--- config.mk ---
export PLATFORM = sky130hd
export DESIGN_NAME = modem_status_autoflow
export DESIGN_NICKNAME = d
export VERILOG_FILES = /design/src/design/modem_flow_pkg.sv /design/src/design/modem_status_autoflow.sv
export SDC_FILE = /design/constraint.sdc
export NUM_CORES = 1
export LEC_CHECK = 0
export ABC_AREA = 1
export BUFFER_PORTS_ARGS = -buffer_cell sky130_fd_sc_hd__buf_2
export CORE_MARGIN = 1
export CORE_UTILIZATION = 52
export CTS_CLUSTER_DIAMETER = 150
export CTS_CLUSTER_SIZE = 10
export DETAILED_ROUTE_END_ITERATION = 10
export GPL_TIMING_DRIVEN = 1
export HOLD_SLACK_MARGIN = 0.12
export PLACE_DENSITY = 0.74
export SLEW_MARGIN = 10
export SYNTH_ARGS = -nofsm -noshare
export SYNTH_HDL_FRONTEND = slang
export SYNTH_SLANG_ARGS = --single-unit
--- constraint.sdc ---
create_clock -name sys_clk -period 6.6 [get_ports sys_clk]
set_input_delay 1.98 -clock sys_clk [delete_from_list [all_inputs] [get_ports sys_clk]]
set_output_delay 1.98 -clock sys_clk [all_outputs]
set_load 0.02 [all_outputs]
--- src/design/modem_flow_pkg.sv ---
// Constants, field layout and carrier types for the modem status and auto flow block
package modem_flow_pkg;

  // ----------------------------------------------------------------
  // Register map
  // ----------------------------------------------------------------
  localparam int ADDR_W = 4;
  localparam int DATA_W = 8;
  localparam logic [ADDR_W-1:0] OFF_STATUS = 4'h0;
  localparam logic [ADDR_W-1:0] OFF_SCRATCH = 4'h1;
  localparam logic [ADDR_W-1:0] OFF_FEATURE = 4'h2;
  localparam logic [ADDR_W-1:0] OFF_XON1 = 4'h3;
  localparam logic [ADDR_W-1:0] OFF_XON2 = 4'h4;
  localparam logic [ADDR_W-1:0] OFF_XOFF1 = 4'h5;
  localparam logic [ADDR_W-1:0] OFF_XOFF2 = 4'h6;
  localparam logic [ADDR_W-1:0] OFF_IRQ_STATUS = 4'h7;
  localparam logic [ADDR_W-1:0] OFF_IRQ_MASK = 4'h8;
  localparam logic [ADDR_W-1:0] OFF_HOST_RTS = 4'h9;
  localparam logic [DATA_W-1:0] RESET_BYTE = 8'h00;

  // ----------------------------------------------------------------
  // Field positions
  // ----------------------------------------------------------------
  localparam int DELTA_W = 4;
  localparam int BIT_CTS_CHANGED = 0;
  localparam int BIT_DSR_CHANGED = 1;
  localparam int BIT_RI_CHANGED = 2;
  localparam int BIT_CD_CHANGED = 3;
  localparam int BIT_AUTO_CTS = 7;
  localparam int BIT_AUTO_RTS = 6;
  localparam int BIT_ENHANCED = 4;
  localparam int FLD_RX_SEL_LSB = 0;
  localparam int FLD_TX_SEL_LSB = 2;
  localparam int BIT_HOST_RTS = 0;
  localparam int IRQ_W = 2;
  localparam int IRQ_MODEM = 0;
  localparam int IRQ_RX_TRIGGER = 1;

  // ----------------------------------------------------------------
  // Carrier types
  // ----------------------------------------------------------------
  typedef enum logic [1:0] {CHAR_NONE, CHAR_SECOND, CHAR_FIRST, CHAR_PAIR} char_select_type;

  // Packed so that bit 0 is CTS, matching the change-bit positions
  typedef struct packed {
    logic cd;
    logic ri;
    logic dsr;
    logic cts;
  } modem_lines_type;

  typedef struct packed {
    logic enhanced;
    char_select_type txSelect;
    char_select_type rxSelect;
  } sw_flow_type;

  typedef struct packed {
    logic atTrigger;
    logic atNextTrigger;
    logic belowLower;
  } rx_level_type;

endpackage : modem_flow_pkg

--- src/design/modem_status_autoflow.sv ---
// Modem status change detection, scratch store and auto flow control for one channel
//
// Summary of operation
// (RULE1) DSR change sets change bit one
// (RULE2) CTS change sets change bit zero
// (RULE3) Any set change bit raises modem interrupt
// (RULE4) Status read clears the four change bits
// (RULE5) CD any change; RI only rising
// (RULE6) Scratch store holds eight host bits
// (RULE7) Low five feature bits pick character mode
// (RULE8) Paired characters form one sixteen-bit sequence
// (RULE9) Auto CTS halts on high pin
// (RULE10) Current character finishes before halting
// (RULE11) Auto CTS off after reset, ungated
// (RULE12) Auto RTS interrupts at trigger level
// (RULE13) Auto RTS raises pin at next level
// (RULE14) Auto RTS lowers pin below lower level
// (RULE15) Without auto RTS, host drives RTS
// (RULE16) Auto RTS bit reads live flow state
// (RULE17) Auto RTS off after reset
// (RULE18) Inputs synchronised, changes found by comparison
// (RULE19) Modem raises CTS only when full
`timescale 1ns/100ps
module modem_status_autoflow
  import modem_flow_pkg::*;
(
  // Clock and reset
  input wire logic sys_clk,
  input wire logic rst,
  // Host register port
  input wire logic [ADDR_W-1:0] regAddr,
  input wire logic [DATA_W-1:0] regWrData,
  input wire logic regWrite,
  input wire logic regRead,
  output logic [DATA_W-1:0] regRdData,
  // Modem control pins, active low, asynchronous
  input wire modem_lines_type modemPinsN,
  output logic rtsPinN,
  // Receive FIFO trigger crossings and transmitter
  input wire rx_level_type rxLevel,
  input wire logic fifoMode,
  input wire logic txCharBusy,
  output logic txHalt,
  // Software flow control selection
  output sw_flow_type swFlow,
  output logic [2*DATA_W-1:0] xonSequence,
  output logic [2*DATA_W-1:0] xoffSequence,
  // Interrupts
  output logic modemIrq,
  output logic irq
);

  // ----------------------------------------------------------------
  // Helpers
  // ----------------------------------------------------------------
  function automatic logic hit(input logic [ADDR_W-1:0] addr,
                               input logic [ADDR_W-1:0] off);
    hit = (addr == off);
  endfunction : hit

  function automatic char_select_type selDecode(input logic [1:0] code);
    char_select_type sel;
    sel = CHAR_NONE;
    unique case (code)
      2'h0: sel = CHAR_NONE;
      2'h1: sel = CHAR_SECOND;
      2'h2: sel = CHAR_FIRST;
      2'h3: sel = CHAR_PAIR;
    endcase
    selDecode = sel;
  endfunction : selDecode

  logic [DATA_W-1:0] scratch_reg;
  logic [DATA_W-1:0] feature_reg;
  logic [DATA_W-1:0] xon1_reg;
  logic [DATA_W-1:0] xon2_reg;
  logic [DATA_W-1:0] xoff1_reg;
  logic [DATA_W-1:0] xoff2_reg;
  logic [DATA_W-1:0] hostRts_reg;
  logic [IRQ_W-1:0] irqMask_reg;
  logic [IRQ_W-1:0] irqStatus_reg;
  logic [IRQ_W-1:0] irqStatus_next;
  logic [DELTA_W-1:0] delta_reg;
  logic [DELTA_W-1:0] delta_next;
  logic [DELTA_W-1:0] deltaSet;
  modem_lines_type linesMeta_reg;
  modem_lines_type linesSync_reg;
  modem_lines_type linesPrev_reg;
  modem_lines_type linesChanged;
  logic atTriggerPrev_reg;
  logic autoCts;
  logic autoRtsActive;
  logic statusRead;
  logic [IRQ_W-1:0] irqEvents;

  assign autoCts = feature_reg[BIT_AUTO_CTS];
  assign autoRtsActive = feature_reg[BIT_AUTO_RTS] & fifoMode; // [RULE16]
  assign statusRead = regRead & hit(regAddr, OFF_STATUS);

  // ----------------------------------------------------------------
  // Modem line synchroniser and change detect
  // ----------------------------------------------------------------
  always_ff @(posedge sys_clk or posedge rst) begin
    if (rst) begin
      linesMeta_reg <= '1;
      linesSync_reg <= '1;
      linesPrev_reg <= '1;
    end else begin
      linesMeta_reg <= modemPinsN; // [RULE18]
      linesSync_reg <= linesMeta_reg;
      linesPrev_reg <= linesSync_reg;
    end
  end

  assign linesChanged = linesSync_reg ^ linesPrev_reg; // [RULE18]

  always_comb begin
    deltaSet = '0;
    deltaSet[BIT_CTS_CHANGED] = linesChanged.cts; // [RULE2]
    deltaSet[BIT_DSR_CHANGED] = linesChanged.dsr; // [RULE1]
    deltaSet[BIT_CD_CHANGED] = linesChanged.cd; // [RULE5]
    deltaSet[BIT_RI_CHANGED] = ~linesPrev_reg.ri & linesSync_reg.ri; // [RULE5]
  end

  // Set wins over the read clear so no change is lost
  assign delta_next = (statusRead ? '0 : delta_reg) | deltaSet; // [RULE4]

  always_ff @(posedge sys_clk or posedge rst) begin
    if (rst) begin
      delta_reg <= '0;
    end else begin
      delta_reg <= delta_next;
    end
  end

  always_ff @(posedge sys_clk or posedge rst) begin
    if (rst) begin
      modemIrq <= 1'b0;
    end else begin
      modemIrq <= |delta_next; // [RULE3]
    end
  end

  // ----------------------------------------------------------------
  // Host registers
  // ----------------------------------------------------------------
  always_ff @(posedge sys_clk or posedge rst) begin
    if (rst) begin
      scratch_reg <= RESET_BYTE;
    end else if (regWrite && hit(regAddr, OFF_SCRATCH)) begin
      scratch_reg <= regWrData; // [RULE6]
    end
  end

  // Feature bits 7 and 6 reset clear, so both automatic modes start off
  always_ff @(posedge sys_clk or posedge rst) begin
    if (rst) begin
      feature_reg <= RESET_BYTE; // [RULE11] [RULE17]
    end else if (regWrite && hit(regAddr, OFF_FEATURE)) begin
      feature_reg <= regWrData;
    end
  end

  always_ff @(posedge sys_clk or posedge rst) begin
    if (rst) begin
      xon1_reg <= RESET_BYTE;
      xon2_reg <= RESET_BYTE;
      xoff1_reg <= RESET_BYTE;
      xoff2_reg <= RESET_BYTE;
    end else if (regWrite) begin
      if (hit(regAddr, OFF_XON1)) xon1_reg <= regWrData;
      if (hit(regAddr, OFF_XON2)) xon2_reg <= regWrData;
      if (hit(regAddr, OFF_XOFF1)) xoff1_reg <= regWrData;
      if (hit(regAddr, OFF_XOFF2)) xoff2_reg <= regWrData;
    end
  end

  always_ff @(posedge sys_clk or posedge rst) begin
    if (rst) begin
      hostRts_reg <= RESET_BYTE;
      irqMask_reg <= '0;
    end else if (regWrite) begin
      if (hit(regAddr, OFF_HOST_RTS)) hostRts_reg <= regWrData;
      if (hit(regAddr, OFF_IRQ_MASK)) irqMask_reg <= regWrData[IRQ_W-1:0];
    end
  end

  // Read data stands for the one cycle after the strobe; unmapped reads zero
  always_ff @(posedge sys_clk or posedge rst) begin
    if (rst) begin
      regRdData <= RESET_BYTE;
    end else if (regRead) begin
      unique case (1'b1)
        hit(regAddr, OFF_STATUS):
          regRdData <= {~linesSync_reg.cd, ~linesSync_reg.ri, ~linesSync_reg.dsr,
                        ~linesSync_reg.cts, delta_reg};
        hit(regAddr, OFF_SCRATCH): regRdData <= scratch_reg; // [RULE6]
        hit(regAddr, OFF_FEATURE): begin
          regRdData <= feature_reg;
          regRdData[BIT_AUTO_RTS] <= autoRtsActive; // [RULE16]
        end
        hit(regAddr, OFF_XON1): regRdData <= xon1_reg;
        hit(regAddr, OFF_XON2): regRdData <= xon2_reg;
        hit(regAddr, OFF_XOFF1): regRdData <= xoff1_reg;
        hit(regAddr, OFF_XOFF2): regRdData <= xoff2_reg;
        hit(regAddr, OFF_IRQ_STATUS): regRdData <= {{(DATA_W-IRQ_W){1'b0}}, irqStatus_reg};
        hit(regAddr, OFF_IRQ_MASK): regRdData <= {{(DATA_W-IRQ_W){1'b0}}, irqMask_reg};
        hit(regAddr, OFF_HOST_RTS): regRdData <= hostRts_reg;
        default: regRdData <= RESET_BYTE;
      endcase
    end else begin
      regRdData <= RESET_BYTE;
    end
  end

  // ----------------------------------------------------------------
  // Software flow control selection
  // ----------------------------------------------------------------
  always_ff @(posedge sys_clk or posedge rst) begin
    if (rst) begin
      swFlow <= '{enhanced: 1'b0, txSelect: CHAR_NONE, rxSelect: CHAR_NONE};
      xonSequence <= '0;
      xoffSequence <= '0;
    end else begin
      swFlow.enhanced <= feature_reg[BIT_ENHANCED]; // [RULE7]
      swFlow.txSelect <= selDecode(feature_reg[FLD_TX_SEL_LSB +: 2]); // [RULE7]
      swFlow.rxSelect <= selDecode(feature_reg[FLD_RX_SEL_LSB +: 2]); // [RULE7]
      // The pair is always presented; the mode says how much of it is used
      xonSequence <= {xon1_reg, xon2_reg}; // [RULE8]
      xoffSequence <= {xoff1_reg, xoff2_reg}; // [RULE8]
    end
  end

  // ----------------------------------------------------------------
  // Automatic CTS transmit hold
  // ----------------------------------------------------------------
  // A synchronised high CTS pin means the modem cannot accept more.
  // Hold is only raised between characters so a frame is never cut;
  // release is immediate since resuming early is harmless.
  always_ff @(posedge sys_clk or posedge rst) begin
    if (rst) begin
      txHalt <= 1'b0;
    end else if (!autoCts || !linesSync_reg.cts) begin
      txHalt <= 1'b0; // [RULE9] [RULE11]
    end else if (!txCharBusy) begin
      txHalt <= 1'b1; // [RULE9] [RULE10] [RULE19]
    end
  end

  // ----------------------------------------------------------------
  // Automatic RTS and receive trigger interrupt
  // ----------------------------------------------------------------
  always_ff @(posedge sys_clk or posedge rst) begin
    if (rst) begin
      atTriggerPrev_reg <= 1'b0;
    end else begin
      atTriggerPrev_reg <= rxLevel.atTrigger;
    end
  end

  // Pin high means stop; host bit one asks the pin low in normal mode
  always_ff @(posedge sys_clk or posedge rst) begin
    if (rst) begin
      rtsPinN <= 1'b1;
    end else if (!autoRtsActive) begin
      rtsPinN <= ~hostRts_reg[BIT_HOST_RTS]; // [RULE15]
    end else if (rxLevel.atNextTrigger) begin
      rtsPinN <= 1'b1; // [RULE13]
    end else if (rxLevel.belowLower) begin
      rtsPinN <= 1'b0; // [RULE14]
    end
  end

  assign irqEvents[IRQ_MODEM] = |deltaSet;
  assign irqEvents[IRQ_RX_TRIGGER] = autoRtsActive & rxLevel.atTrigger
                                     & ~atTriggerPrev_reg; // [RULE12]

  // Write one to clear; a new event in the same cycle keeps its bit
  always_comb begin
    irqStatus_next = irqStatus_reg;
    if (regWrite && hit(regAddr, OFF_IRQ_STATUS)) begin
      irqStatus_next = irqStatus_reg & ~regWrData[IRQ_W-1:0];
    end
    irqStatus_next = irqStatus_next | irqEvents;
  end

  always_ff @(posedge sys_clk or posedge rst) begin
    if (rst) begin
      irqStatus_reg <= '0;
      irq <= 1'b0;
    end else begin
      irqStatus_reg <= irqStatus_next;
      irq <= |(irqStatus_next & irqMask_reg);
    end
  end
endmodule : modem_status_autoflow

==> metrics.md <==
| Metric | Value |
|---|---|
| Die height | between 90 and 100 µm |
| Crit path depth | 6 |
| Outcome | finished, final reports clean |
| First-pass GRT wire length | roughly 17 mm |
| Final setup violation count | 0 |
| Post-layout util | around 65% |
| Post-route DRC | 0 |
| Fmax | slightly above 300 MHz |
| Antenna cells | 0 |
| GRT Total Usage | between 20 and 25% |
| Crit-path max FO | 16 |
| Leak | 2.904 nW |
| CTS max path bufs | 2 |
| Synth Register Bits | 126 |
| Fin crit share | 49.41% |
| Number of global-route vias before repair | 3416 |
| Area growth, synth to finish | 20.72% |
| H-tree levels | 4 |
| Worst Hold Class | register to register |
| Post-synth top area share | between 50% and 60% |
| CP Buf/Inv Count | 2 |
| Die area | roughly 9500 µm² |
| DRT Pass-1 Iters | 5 |
| Maxcap violations | 0 |
| Power density cells | roughly 370 nW/µm² |
| # Post-CTS Setup Buffers | 0 |
| Sequential-to-total area share from yosys stat | 66.96% |
| Buffers added on ports | 73 |
| Rows | 34 |
| Final Hold Fails | 0 |
| Detailed placer's ending HPWL | roughly 7.1 mm |
| Relative slew slack | between 30% and 40% |
| ANT nets after route | 0 |
| Max-slew violations | 0 |
| Num CTS Buffers | 17 |
| Final Critical Period | between 3000 and 4000 ps |
| Core area | between 8000 and 9000 µm² |
| Root Buffer | clkbuf_8 |
| First DRT Iteration DRCs | 240 |
| Slowest stage cell, crit path | nor2_1 |
| Area of the multi-input gates | ~1400 µm² |
| Biggest regs | xoffSequence: 16 flops, xonSequence: 16 flops |
| Critical path type | input port to register |
| Clock transition at path regs | about 60 ps |
| Critical R2R Capture | irq |
| Required @ worst endpoint | ~7000 ps |
| Initial antenna violation count | 0 |
| Most used DFF post-synth | dfrtp_1 |
| Cell variety after synth | 24 |
| Reg2reg start | linesSync_reg[0] |
| Worst hold path depth | 0 |
| Nets | ~570 |
| Largest net degree at the start of global routing | 84 |
| Resize count post-CTS | 0 |
| Final setup TNS | 0 ps |
| Routed wire length | between 10 and 15 mm |
| Detailed-route wire length per cell | about 16 µm |
| Vias per inst | 5.313 |
| Overall Power | approximately 2.1 mW |
| Die Wd | between 90 and 100 µm |
| Reg2Reg Depth | 6 |
| Layout cell share with drive strength beyond 1 | a little under a quarter |
| Layout Skew | 5.955 ps |
| Tightest Pin Transition | a little under 1000 ps |
| Crit. End Element | register |
| WHS Endpoint | linesSync_reg[0] |
| Clk Latency, worst-skew pair | 520 ps |
| Most frequent cells after synthesis | nand2_1 (143), dfrtp_1 (113), o21ai_0 (55) |
| CTS tree | built |
| CP Launch Type | input port |
| Synth area leader | dfrtp_1 |
| CP arrival | approximately 3700 ps |
| Via count | between 3000 and 4000 |
| Crit-path leading delay family | simple AND/OR/NAND/NOR gates |
| EDFF count, synth | 0 |
| Hold_buf cts | 0 |
| Top-count cell post-synth | nand2_1 |
| Max incr delay on CP | about 730 ps |
| Peak supply drop | approximately 210 µV |
| Clk sinks | roughly 130 |
| DP Area | roughly 5200 µm² |
| Yosys Warn Count | 0 |
| Mapped Cells | 464 |
| Syn avg cell area | about 10 µm² |
| Design area | around 5700 µm² |
| Hold Crit Start | linesMeta_reg[0] |
| Worst R2R Setup Slack | ~5300 ps |
| Initial Util | a little over half |
| Ports | between 70 and 80 |
| Congestion Overflow GR | 0 |
| Sequential cell area | around 3200 µm² |
| Post-Syn Area | about 4700 µm² |
| WHS | 354.5 ps |
| Ys async rst share | 100.0% |
| Critical-path cell list | buf_2 > inv_1 > nor2_1 > nand3_2 > nand2_1 > o21ai_1 |
| GP Congestion | about 0.9 |
| RSZ-0062 raised after global routing | no |
| Filler cells | ~710 |
| Area contributors post-synth | dfrtp_1 (60%), nand2_1 (11%), dfstp_2 (7.2%), o21ai_0 (5.8%), nand3_1 (3.8%) |
| Synth Net Count | just under 500 |
[power by group]
part	total, mW	switching, mW	internal, mW
clock	0.880	0.314	0.566
combinational	0.268	0.180	0.0880
sequential	0.989	0.0786	0.911
[per-layer routing]
layer	routed length [µm]	up-vias	part of all wire (%)	track usage, %
li1	-	1659	-	-
met1	4652	1690	44	32.18
met2	5007	140	48	38.41
met3	601	28	5.7	5.899
met4	262	0	2.5	9.729
met5	0	-	0	0
[worst reg2reg max path, delay by kind of cell, from the launching register on]
kind,cells,cell delay (ps)
simple gates,5,480
xor+xnor,1,170
flops,1,580
[area by class of cell]
class / count / share of cell area, %
multi-input combinational: 298 / 24.17
tap: 108 / 2.365
clock buffer: 26 / 8.364
inverter: 24 / 1.620
clock inverter: 6 / 1.489
timing repair buffer: 74 / 6.525
sequential: 126 / 55.46
[per-stage QoR]
step           worst slack, ps  instances
6_report                  3339        662
3_5_place_dp              2910        630
4_1_cts                   3403        662
5_1_grt                   3195        662
2_1_floorplan             1286        464
3_3_place_gp              3020        630
[logic make-up (layout without fill, tap and decap cells)]
family	after synthesis	after routing	synth area share, %
xor gates and xnor gates	3	3	0.5552
and+or+nand+nor	219	219	20.43
buffers and inverters	40	130	3.859
AOI/OAI and AO/OA	76	76	8.195
DFF	126	126	66.96
[cell usage in the layout (no fill, tap or decap), drive strengths merged]
cell	synthesis	layout
o21ai	65	65
xnor2	3	3
clkinv	1	3
nand3b	1	1
nand2	148	148
nor2	30	30
a211oi	1	1
dfstp	13	13
clkinvlp	0	2
clkbuf	4	26
a21oi	8	8
nand3	39	39
dfrtp	113	113
buf	12	74
and3	1	1
inv	23	23
o21a	2	2
bufinv	0	2
[how the worst max path moves through the flow]
stage                from                 to  slack, ps
2_1_floorplan         rst  atTriggerPrev_reg       1290
3_3_place_gp   regAddr[2]       xoff2_reg[4]       3020
3_5_place_dp   regAddr[2]       xoff2_reg[7]       2910
4_1_cts        regAddr[2]       xoff2_reg[7]       3400
5_1_grt        regAddr[2]       xoff2_reg[6]       3190
6_report       regAddr[2]       xoff2_reg[7]       3340
Power figures use the tool's default switching activity.
